<file path="config.mk">
export PLATFORM = sky130hd
export DESIGN_NAME = tlam_monitor
export DESIGN_NICKNAME = d
export VERILOG_FILES = /design/src/tlam_pkg.sv /design/src/tlam_monitor.sv
export VERILOG_INCLUDE_DIRS = /design/src
export SDC_FILE = /design/constraint.sdc
export NUM_CORES = 1
export LEC_CHECK = 0
export BUFFER_PORTS_ARGS = -buffer_cell sky130_fd_sc_hd__buf_2
export CAP_MARGIN = 10
export CORE_AREA = 5 5 131 258
export DETAILED_ROUTE_END_ITERATION = 6
export DIE_AREA = 0 0 136 263
export MAX_ROUTING_LAYER = met4
export SETUP_SLACK_MARGIN = 0.1
export SYNTH_ARGS = -nofsm -noshare
export SYNTH_HDL_FRONTEND = slang
export SYNTH_SLANG_ARGS = --single-unit
</file>
<file path="constraint.sdc">
create_clock -name MCLK -period 5.5 [get_ports MCLK]
set_clock_uncertainty 0.05 [all_clocks]
set_input_delay 0 -clock MCLK [delete_from_list [all_inputs] [get_ports MCLK]]
set_output_delay 0 -clock MCLK [all_outputs]
set_load 0.05 [all_outputs]
</file>
<file path="src/tlam_consts.svh">
`ifndef TLAM_CONSTS_SVH
`define TLAM_CONSTS_SVH

// ----------------------------------------
// command codes
// ----------------------------------------
`define TLAM_CMD_BATT_LOW 8'h01
`define TLAM_CMD_BATT_HIGH 8'h02
`define TLAM_CMD_IN_LOW 8'h03
`define TLAM_CMD_IN_HIGH 8'h04
`define TLAM_CMD_OUT_LOW 8'h05
`define TLAM_CMD_OUT_HIGH 8'h06
`define TLAM_CMD_NTC_UPPER 8'h0B
`define TLAM_CMD_NTC_LOWER 8'h0C
`define TLAM_CMD_ENABLE 8'h0D
`define TLAM_CMD_FLAGS 8'h36

// ----------------------------------------
// reset values
// ----------------------------------------
`define TLAM_THR_RESET 16'h0000
`define TLAM_ENABLE_RESET 16'h0000
`define TLAM_FLAGS_RESET 16'h0000

// ----------------------------------------
// bit positions
// ----------------------------------------
`define TLAM_BIT_TELEM_VALID 15
`define TLAM_BIT_BSR_DONE 14
`define TLAM_BIT_BATT_LOW 11
`define TLAM_BIT_BATT_HIGH 10
`define TLAM_BIT_IN_LOW 9
`define TLAM_BIT_IN_HIGH 8
`define TLAM_BIT_OUT_LOW 7
`define TLAM_BIT_OUT_HIGH 6
`define TLAM_BIT_NTC_UPPER 1
`define TLAM_BIT_NTC_LOWER 0

// ----------------------------------------
// timing
// ----------------------------------------
`define TLAM_MCLK_KHZ 200000
`define TLAM_WARMUP_MS 12
`define TLAM_WARMUP_CYCLES (`TLAM_WARMUP_MS * `TLAM_MCLK_KHZ)

`endif

</file>
<file path="src/tlam_pkg.sv">
package tlam_pkg;
    typedef enum logic [0:0] {
        TLAM_WARMING,
        TLAM_READY
    } tlam_warm_t;
    typedef logic signed [15:0] tlam_code_t;
endpackage

</file>
<file path="src/tlam_monitor.sv">
`timescale 1ns/100ps
// Notes on behaviour
// - rw signed thermistor upper threshold, reset zero
// - rw signed thermistor lower threshold, reset zero
// - thresholds compare against raw thermistor code
// - thermistor flags latched, a host write of zero to a flag bit clears it
// - rw alert enable register, reset zero
// - readings valid after twelve millisecond warm-up
// - bit 15 alerts on readings valid
// - charger held off until warm-up ends
// - bit 14 alerts on resistance measurement done
// - bit 11 alerts battery voltage below threshold
// - bit 10 alerts battery voltage above threshold
// - bit 9 alerts input voltage below threshold
// - bit 8 alerts input voltage above threshold
// - bit 7 alerts output voltage below threshold
// - bit 6 alerts output voltage above threshold
// - bits 1,0 gate thermistor high/low alerts
`include "tlam_consts.svh"
module tlam_monitor
    import tlam_pkg::*;
#(
    parameter int WARMUP_CYCLES = `TLAM_WARMUP_CYCLES
) (
    input wire logic MCLK,
    input wire logic SRST,
    input wire logic CE,
    input wire logic CMD_VALID,
    input wire logic CMD_WRITE,
    input wire logic [7:0] CMD_CODE,
    input wire logic [15:0] CMD_WDATA,
    output logic [15:0] CMD_RDATA,
    output logic CMD_RVALID,
    input wire logic SAMPLE_VALID,
    input wire logic [15:0] NTC_CODE,
    input wire logic [15:0] BATT_CODE,
    input wire logic [15:0] IN_CODE,
    input wire logic [15:0] OUT_CODE,
    input wire logic BSR_DONE,
    output logic TELEM_VALID,
    output logic CHARGER_ENABLE,
    output logic SMBALERT_O,
    output logic SMBALERT_OE
);

    // ----------------------------------------
    // register writes
    // ----------------------------------------
    tlam_code_t ntc_upper_threshold_r;
    tlam_code_t ntc_lower_threshold_r;
    tlam_code_t batt_volt_low_threshold_r;
    tlam_code_t batt_volt_high_threshold_r;
    tlam_code_t in_volt_low_threshold_r;
    tlam_code_t in_volt_high_threshold_r;
    tlam_code_t out_volt_low_threshold_r;
    tlam_code_t out_volt_high_threshold_r;
    logic [15:0] limit_alert_enable_r;
    logic [15:0] flags_r;
    logic [15:0] flags_nxt;
    logic wr;
    logic rd;

    assign wr = CE && CMD_VALID && CMD_WRITE;
    assign rd = CE && CMD_VALID && !CMD_WRITE;

    always_ff @(posedge MCLK) begin
        if (SRST) begin
            ntc_upper_threshold_r <= `TLAM_THR_RESET;
            ntc_lower_threshold_r <= `TLAM_THR_RESET;
            batt_volt_low_threshold_r <= `TLAM_THR_RESET;
            batt_volt_high_threshold_r <= `TLAM_THR_RESET;
            in_volt_low_threshold_r <= `TLAM_THR_RESET;
            in_volt_high_threshold_r <= `TLAM_THR_RESET;
            out_volt_low_threshold_r <= `TLAM_THR_RESET;
            out_volt_high_threshold_r <= `TLAM_THR_RESET;
            limit_alert_enable_r <= `TLAM_ENABLE_RESET;
        end else if (wr) begin
            case (CMD_CODE)
                `TLAM_CMD_NTC_UPPER: ntc_upper_threshold_r <= CMD_WDATA;
                `TLAM_CMD_NTC_LOWER: ntc_lower_threshold_r <= CMD_WDATA;
                `TLAM_CMD_BATT_LOW: batt_volt_low_threshold_r <= CMD_WDATA;
                `TLAM_CMD_BATT_HIGH: batt_volt_high_threshold_r <= CMD_WDATA;
                `TLAM_CMD_IN_LOW: in_volt_low_threshold_r <= CMD_WDATA;
                `TLAM_CMD_IN_HIGH: in_volt_high_threshold_r <= CMD_WDATA;
                `TLAM_CMD_OUT_LOW: out_volt_low_threshold_r <= CMD_WDATA;
                `TLAM_CMD_OUT_HIGH: out_volt_high_threshold_r <= CMD_WDATA;
                `TLAM_CMD_ENABLE: limit_alert_enable_r <= CMD_WDATA;
                default: ;
            endcase
        end
    end

    // ----------------------------------------
    // register reads
    // ----------------------------------------
    always_ff @(posedge MCLK) begin
        if (SRST) begin
            CMD_RDATA <= 16'h0000;
            CMD_RVALID <= 1'b0;
        end else if (CE) begin
            CMD_RVALID <= rd;
            if (rd) begin
                case (CMD_CODE)
                    `TLAM_CMD_NTC_UPPER: CMD_RDATA <= ntc_upper_threshold_r;
                    `TLAM_CMD_NTC_LOWER: CMD_RDATA <= ntc_lower_threshold_r;
                    `TLAM_CMD_BATT_LOW: CMD_RDATA <= batt_volt_low_threshold_r;
                    `TLAM_CMD_BATT_HIGH: CMD_RDATA <= batt_volt_high_threshold_r;
                    `TLAM_CMD_IN_LOW: CMD_RDATA <= in_volt_low_threshold_r;
                    `TLAM_CMD_IN_HIGH: CMD_RDATA <= in_volt_high_threshold_r;
                    `TLAM_CMD_OUT_LOW: CMD_RDATA <= out_volt_low_threshold_r;
                    `TLAM_CMD_OUT_HIGH: CMD_RDATA <= out_volt_high_threshold_r;
                    `TLAM_CMD_ENABLE: CMD_RDATA <= limit_alert_enable_r;
                    `TLAM_CMD_FLAGS: CMD_RDATA <= flags_r;
                    default: CMD_RDATA <= 16'h0000;
                endcase
            end
        end
    end

    // ----------------------------------------
    // warm-up timer
    // ----------------------------------------
    tlam_warm_t warm_r;
    logic [31:0] warm_cnt_r;
    logic telem_rise;

    always_ff @(posedge MCLK) begin
        if (SRST) begin
            warm_r <= TLAM_WARMING;
            warm_cnt_r <= 32'h00000000;
        end else if (CE) begin
            case (warm_r)
                TLAM_WARMING: begin
                    if (warm_cnt_r == 32'(WARMUP_CYCLES - 1)) begin
                        warm_r <= TLAM_READY;
                    end else begin
                        warm_cnt_r <= warm_cnt_r + 32'h00000001;
                    end
                end
                TLAM_READY: warm_r <= TLAM_READY;
                default: warm_r <= TLAM_WARMING;
            endcase
        end
    end

    always_ff @(posedge MCLK) begin
        if (SRST) begin
            TELEM_VALID <= 1'b0;
            CHARGER_ENABLE <= 1'b0;
        end else if (CE) begin
            TELEM_VALID <= (warm_r == TLAM_READY);
            CHARGER_ENABLE <= (warm_r == TLAM_READY);
        end
    end

    assign telem_rise = (warm_r == TLAM_READY) && !TELEM_VALID;

    // ----------------------------------------
    // limit compare and flags
    // ----------------------------------------
    logic [15:0] set_vec;
    logic [15:0] clr_keep;
    logic cmp_en;

    assign cmp_en = SAMPLE_VALID && TELEM_VALID;

    always_comb begin
        set_vec = 16'h0000;
        set_vec[`TLAM_BIT_TELEM_VALID] = telem_rise;
        set_vec[`TLAM_BIT_BSR_DONE] = BSR_DONE;
        set_vec[`TLAM_BIT_BATT_LOW] = cmp_en && ($signed(BATT_CODE) < batt_volt_low_threshold_r);
        set_vec[`TLAM_BIT_BATT_HIGH] = cmp_en && ($signed(BATT_CODE) > batt_volt_high_threshold_r);
        set_vec[`TLAM_BIT_IN_LOW] = cmp_en && ($signed(IN_CODE) < in_volt_low_threshold_r);
        set_vec[`TLAM_BIT_IN_HIGH] = cmp_en && ($signed(IN_CODE) > in_volt_high_threshold_r);
        set_vec[`TLAM_BIT_OUT_LOW] = cmp_en && ($signed(OUT_CODE) < out_volt_low_threshold_r);
        set_vec[`TLAM_BIT_OUT_HIGH] = cmp_en && ($signed(OUT_CODE) > out_volt_high_threshold_r);
        set_vec[`TLAM_BIT_NTC_UPPER] = cmp_en && ($signed(NTC_CODE) > ntc_upper_threshold_r);
        set_vec[`TLAM_BIT_NTC_LOWER] = cmp_en && ($signed(NTC_CODE) < ntc_lower_threshold_r);
    end

    // write of zero to a flag bit clears it; a new event wins
    assign clr_keep = (wr && CMD_CODE == `TLAM_CMD_FLAGS) ? CMD_WDATA : 16'hFFFF;
    assign flags_nxt = (flags_r & clr_keep) | set_vec;

    always_ff @(posedge MCLK) begin
        if (SRST) begin
            flags_r <= `TLAM_FLAGS_RESET;
        end else if (CE) begin
            flags_r <= flags_nxt;
        end
    end

    // ----------------------------------------
    // alert pin
    // ----------------------------------------
    always_ff @(posedge MCLK) begin
        if (SRST) begin
            SMBALERT_O <= 1'b0;
            SMBALERT_OE <= 1'b0;
        end else if (CE) begin
            SMBALERT_O <= 1'b0;
            SMBALERT_OE <= |(flags_r & limit_alert_enable_r & 16'hCFC3);
        end
    end
endmodule

</file>
# [After elaboration in Yosys (flattened, before gate mapping)]
# Cells that the tools add are included.
[totals] regBits=212 inputBits=95 out_inout_bits=21 wordCells=73
[op_classes] addsub=1 order_cmp=8 n_eq_ne=11 n_mux=4 bitwise_logic=5 n_reduce_logical=28
[op_table] op="one-hot mux 16 bit (10 select lines)" count=1
[op_table] op="> comparator 16 bit" count=4
[op_table] op="< comparator 16 bit" count=4
[op_table] op="adder 32 x 1 -> 32 bit (second input constant)" count=1
[op_table] op="bitwise AND 16 bit" count=2
[op_table] op="equality test 32 x 22 -> 1 bit (second input constant)" count=1
[op_table] op="equality test 8 x 3 -> 1 bit (second input constant)" count=3
[op_table] op="equality test 8 x 4 -> 1 bit (second input constant)" count=3
[op_table] op="AND reduction 2 bit" count=10
[op_table] op="equality test 8 x 2 -> 1 bit (second input constant)" count=2
[op_table] op="two-way mux 16 bit" count=1
[op_table] op="OR 16 bit" count=1
[op_table] op="logical AND 1 bit" count=14
[op_table] op="OR reduction 10 bit" count=1
[op_table] op="equality test 8 x 1 -> 1 bit (second input constant)" count=1
[op_table] op="equality test 8 x 6 -> 1 bit (second input constant)" count=1
[op_table] op="AND reduction 3 bit" count=1
[op_table] op="logical NOT 1 bit" count=2
[op_table] op="inverter 1 bit" count=2
[op_table] op="one-hot mux 1 bit (2 select lines)" count=1
[op_table] op="two-way mux 1 bit" count=1

# [Longest topological paths before layout]
[depth] depth_word=6 ltp_mapped=9 ltp_nobuf=8

# [Least setup slack after synthesis]
# Ideal clock, no wire load.
[synth_path] path_kind="register to register" startpoint="register warm_cnt_r[16]" endpoint="register warm_cnt_r[21]" setup_ps=128 t_arrival_ps=2050 t_required_ps=5322 path_slack_ps=3272 path_stages_with_launch=8 n_path_buf=2 synth_period_minus_slack_ps=2228 path_cell_list="dfxtp_1 > or4b_2 > nor4b_1 > buf_2 > buf_2 > nor3_1 > xnor2_1 > nor2_1"
[synth_via] elab_chain_len=3 word_cells_on_any_way=4 cone_classes="add/sub (1); eq/ne (1); bitwise (1); reduce/logical (1)"
[synth_lines] item="start, declared" line_no="tlam_monitor.sv:124" source="logic [31:0] warm_cnt_r;"
[synth_lines] item="start signal, assigned" line_no="tlam_monitor.sv:137" source="warm_cnt_r <= warm_cnt_r + 32'h00000001;"
[synth_lines] item="branches (longest 3 deep; another with adder 32 x 1 -> 32 bit)"
# Parallel ways; which one is timed is not known.
# A chain may end at the register's enable or synchronous reset.

==> flow_metrics.env <==
export IMPL_synthDominantCellAreaShare_pct=34.1
export IMPL_ys_top_cells_by_area="dfxtp_1, ha_1, nand2_1, a21oi_1, inv_1"
export IMPL_areaGrowthSynthToFinish_pct=13.9
export IMPL_regToRegEndpoint="flags_r[7]"
export IMPL_diodes=0
export IMPL_hold_path_class="input pin to register"
export IMPL_worst_setup_path_end_kind="register"
export IMPL_post_cts_buffers=0
export IMPL_cp_required_ns=5.90
export IMPL_drv_slew=0
export IMPL_rsz0062_at_grt="no"
export IMPL_via_per_inst=5.68
export IMPL_drt_total_wl_mm=51.2
export IMPL_r2r_slack_ns=2.45
export IMPL_drive_gt1_share_pct=10.3
export IMPL_max_freq_ghz=0.303
export IMPL_die_area_sq_mm=0.0358
export IMPL_switching_share_pct=26.2
export IMPL_nNetsFinal=1939
export IMPL_synth_top_family_by_area="simple AND/OR/NAND/NOR gates"
export IMPL_synthCells=1645
export IMPL_yosysSeqAreaShare_pct=34.1
export IMPL_arrival_ns=3.71
export IMPL_fin_crit_ns=3.30
export IMPL_synth_simple_area_share_pct=23.0
export IMPL_grt_max_degree=128
export IMPL_power_leakage_nw=4.86
export IMPL_first_global_vias=12100
export IMPL_reg2reg_from="CHARGER_ENABLE"
export IMPL_maxSlewHeadroom_pct=17.9
export IMPL_drtIter0Drc=1136
export IMPL_place_ws_ns=2.56
export IMPL_intPower_mw=2.42
export IMPL_worst_pin_slew_ns=1.23
export IMPL_crit_type="input pin to register"
export IMPL_grt_usage_pct=28.7
export IMPL_portBuffers=114
export IMPL_path_max_fanout=127
export IMPL_layout_setup_ws_ns=2.20
export IMPL_cts_root_buf="clkbuf_16"
export IMPL_r2r_cells=7
export IMPL_gp_congestion=1.04
export IMPL_worstHoldEndpoint="flags_r[1]"
export IMPL_fin_setup_tns_ns=0
export IMPL_place_hpwl_mm=39.1
export IMPL_die_x_microns=136
export IMPL_grt_first_pass_wirelength_mm=75.0
export IMPL_ys_async_sr_fraction_pct=0
export IMPL_synthMuxAreaShare_pct=0.974
export IMPL_htreeDepth=1
export IMPL_min_delay_start="NTC_CODE[15]"
export IMPL_setup_violations=0
export IMPL_core_area_sq_mm=0.0314
export IMPL_max_clock_path_buffers=3
export IMPL_fillers=3225
export IMPL_synth_area_leader_cell="dfxtp_1"
export IMPL_synth_ff_type="dfxtp_1"
export IMPL_synth_compound_area_share_pct=20.0
export IMPL_comb_power_share_pct=9.6
export IMPL_drv_cap=0
export IMPL_drc_errors=0
export IMPL_status="finished, final reports clean"
export IMPL_synth_edff_count=0
export IMPL_antenna_found_initial=0
export IMPL_vias=12200
export IMPL_placementRows=92
export IMPL_powerDensity_mw_per_mm2=231
export IMPL_io_pins=116
export IMPL_drt_wirelength_per_cell_microns=23.7
export IMPL_drt_first_pass_iters=6
export IMPL_netlist_area_sq_mm=0.0125
export IMPL_post_route_period_util_pct=60.0
export IMPL_pwr_share_seq_pct=47.1
export IMPL_avgSynthCellArea_sq_um=7.57
export IMPL_power_mw=3.27
export IMPL_stdcell_count=2155
export IMPL_clk_latency_ns=0.53
export IMPL_ys_ff_latch=212
export IMPL_hold_viol_final=0
export IMPL_yosysWarnings=0
export IMPL_synth_xor_area_share_pct=1.97
export IMPL_ant_nets=0
export IMPL_ys_types=68
export IMPL_die_y_microns=263
export IMPL_p_sw_uw=859
export IMPL_start_util_pct=39.6
export IMPL_path_clk_slew_ns=0.07
export IMPL_cts_sinks=212
export IMPL_cts_tree="yes"
export IMPL_start_kind="input pin"
export IMPL_clkPwrFrac_pct=43.3
export IMPL_hold_depth=4
export IMPL_syn_nets=1865
export IMPL_numCtsBuffers=20
export IMPL_peakVddDrop_uv=232
export IMPL_synthAdderAreaFrac_pct=12.6
export IMPL_grt_overflow_total=0
export IMPL_dp_cells=2090
[critical path: stages]
cell and delay (ns):
dlygate4sd3_1 0.55, buf_6 0.31, and4b_1 1.02, nand3b_1 0.16, a221oi_1 0.26, dlygate4sd3_1 0.59, o21ai_0 0.08, nand3_1 0.07
dlygate4sd3_1 0.54
[metal layers]
metal | vias up | share of wire [%] | global-route usage, %
li1 | 5857 | - | -
met1 | 5779 | 34 | 29.0
met2 | 429 | 51 | 49.1
met3 | 166 | 5.1 | 3.23
met4 | 0 | 9.9 | 22.6
met5 | - | 0 | -
[through the flow]
step	util, %	cell area [sq um]	hold WS, ns
CTS	45.1	14200	0.00293
floorplan	-	12500	0.0948
detailed placement	42.1	13200	0.238
global route	45.1	14200	0.0459
global placement	42.1	13200	0.222
finish	45.1	14200	0.0267
[power by group through the flow]
stage,combinational (mW),clock (mW),sequential [mW]
after floorplan,0.168,0,1.58
after global placement,0.290,0,1.58
after detailed placement,0.297,0,1.58
after CTS,0.312,1.44,1.54
after global routing,0.342,1.49,1.54
final,0.314,1.42,1.54
[cells by family (layout without fill, tap and decap cells)]
kind of cell	Yosys count	in the layout
xor gates and xnor gates	28	28
DFF	212	212
muxes	12	12
other	1	1
buffers and inverters	234	321
AOI/OAI and AO/OA	413	413
adders and majority gates	125	125
and+or+nand+nor	620	620
[final cells by class]
cell class / instances / area, sq um / area share, %
clock inverter: 6 / 47.5 / 0.335
multi-input combinational: 1199 / 7310 / 51.5
sequential: 212 / 4240 / 29.9
clock buffer: 29 / 604 / 4.26
inverter: 132 / 495 / 3.49
timing repair buffer: 154 / 952 / 6.71
tap: 423 / 529 / 3.73
[state kept, by name (all words and copies together) (netlist names), 16 cells and up]
| register | cells |
|---|---|
| ntc_lower_threshold_r | 16 |
| in_volt_low_threshold_r | 16 |
| out_volt_low_threshold_r | 16 |
| in_volt_high_threshold_r | 16 |
| warm_cnt_r | 32 |
| batt_volt_high_threshold_r | 16 |
| batt_volt_low_threshold_r | 16 |
| CMD_RDATA | 16 |
| limit_alert_enable_r | 16 |
| out_volt_high_threshold_r | 16 |
| flags_r | 16 |
| ntc_upper_threshold_r | 16 |
[synth_stat cells, types with 9 or more instances]
cell type,n
nand2_1,358
xnor2_1,23
ha_1,125
nor2_1,72
a22oi_1,22
nand3_1,30
nor4_1,9
nor3_1,27
a21o_1,12
and3_1,14
nand4_1,26
clkbuf_1,80
dfxtp_1,212
a21oi_1,212
a221oi_1,13
inv_1,132
buf_2,13
a31oi_1,14
nor2b_1,13
mux2i_1,11
o21ai_0,66
nand2b_1,9
[worst max path at each step]
stage               cells after the start  slack (ns)            from        endpoint
global placement                        9        2.60     CMD_CODE[2]   CMD_RDATA[12]
floorplan                               7        3.27  warm_cnt_r[16]  warm_cnt_r[21]
finish                                  9        2.20            SRST      flags_r[7]
detailed placement                      9        2.56     CMD_CODE[3]   CMD_RDATA[14]
global route                            9        2.20            SRST      flags_r[7]
CTS                                     7        2.53  CHARGER_ENABLE      flags_r[7]
[timing repair]
item,CTS,global route
hold buffers,29,1
endpoints found under the hold margin,162,1
gates resized for setup,0,0
[layout by cell type (no fill, tap or decap), types with 6 or more instances in the layout]
master         instances
nand2_1              358
dfxtp_1              212
a21oi_1              212
inv_1                132
ha_1                 125
buf_2                113
nor2_1                72
o21ai_0               66
nand3_1               30
dlygate4sd3_1         30
nor3_1                26
nand4_1               26
xnor2_1               23
a22oi_1               22
clkbuf_16             20
and3_1                14
a31oi_1               14
nor2b_1               13
a221oi_1              13
a21o_1                12
mux2i_1               11
buf_4                 10
nand2b_1               9
or3_1                  8
nand3b_1               8
nor3b_1                8
nor4_1                 7
o211ai_1               7
clkbuf_8               7
and2_1                 6
a222oi_1               6
(Power assumes the default switching activity.)
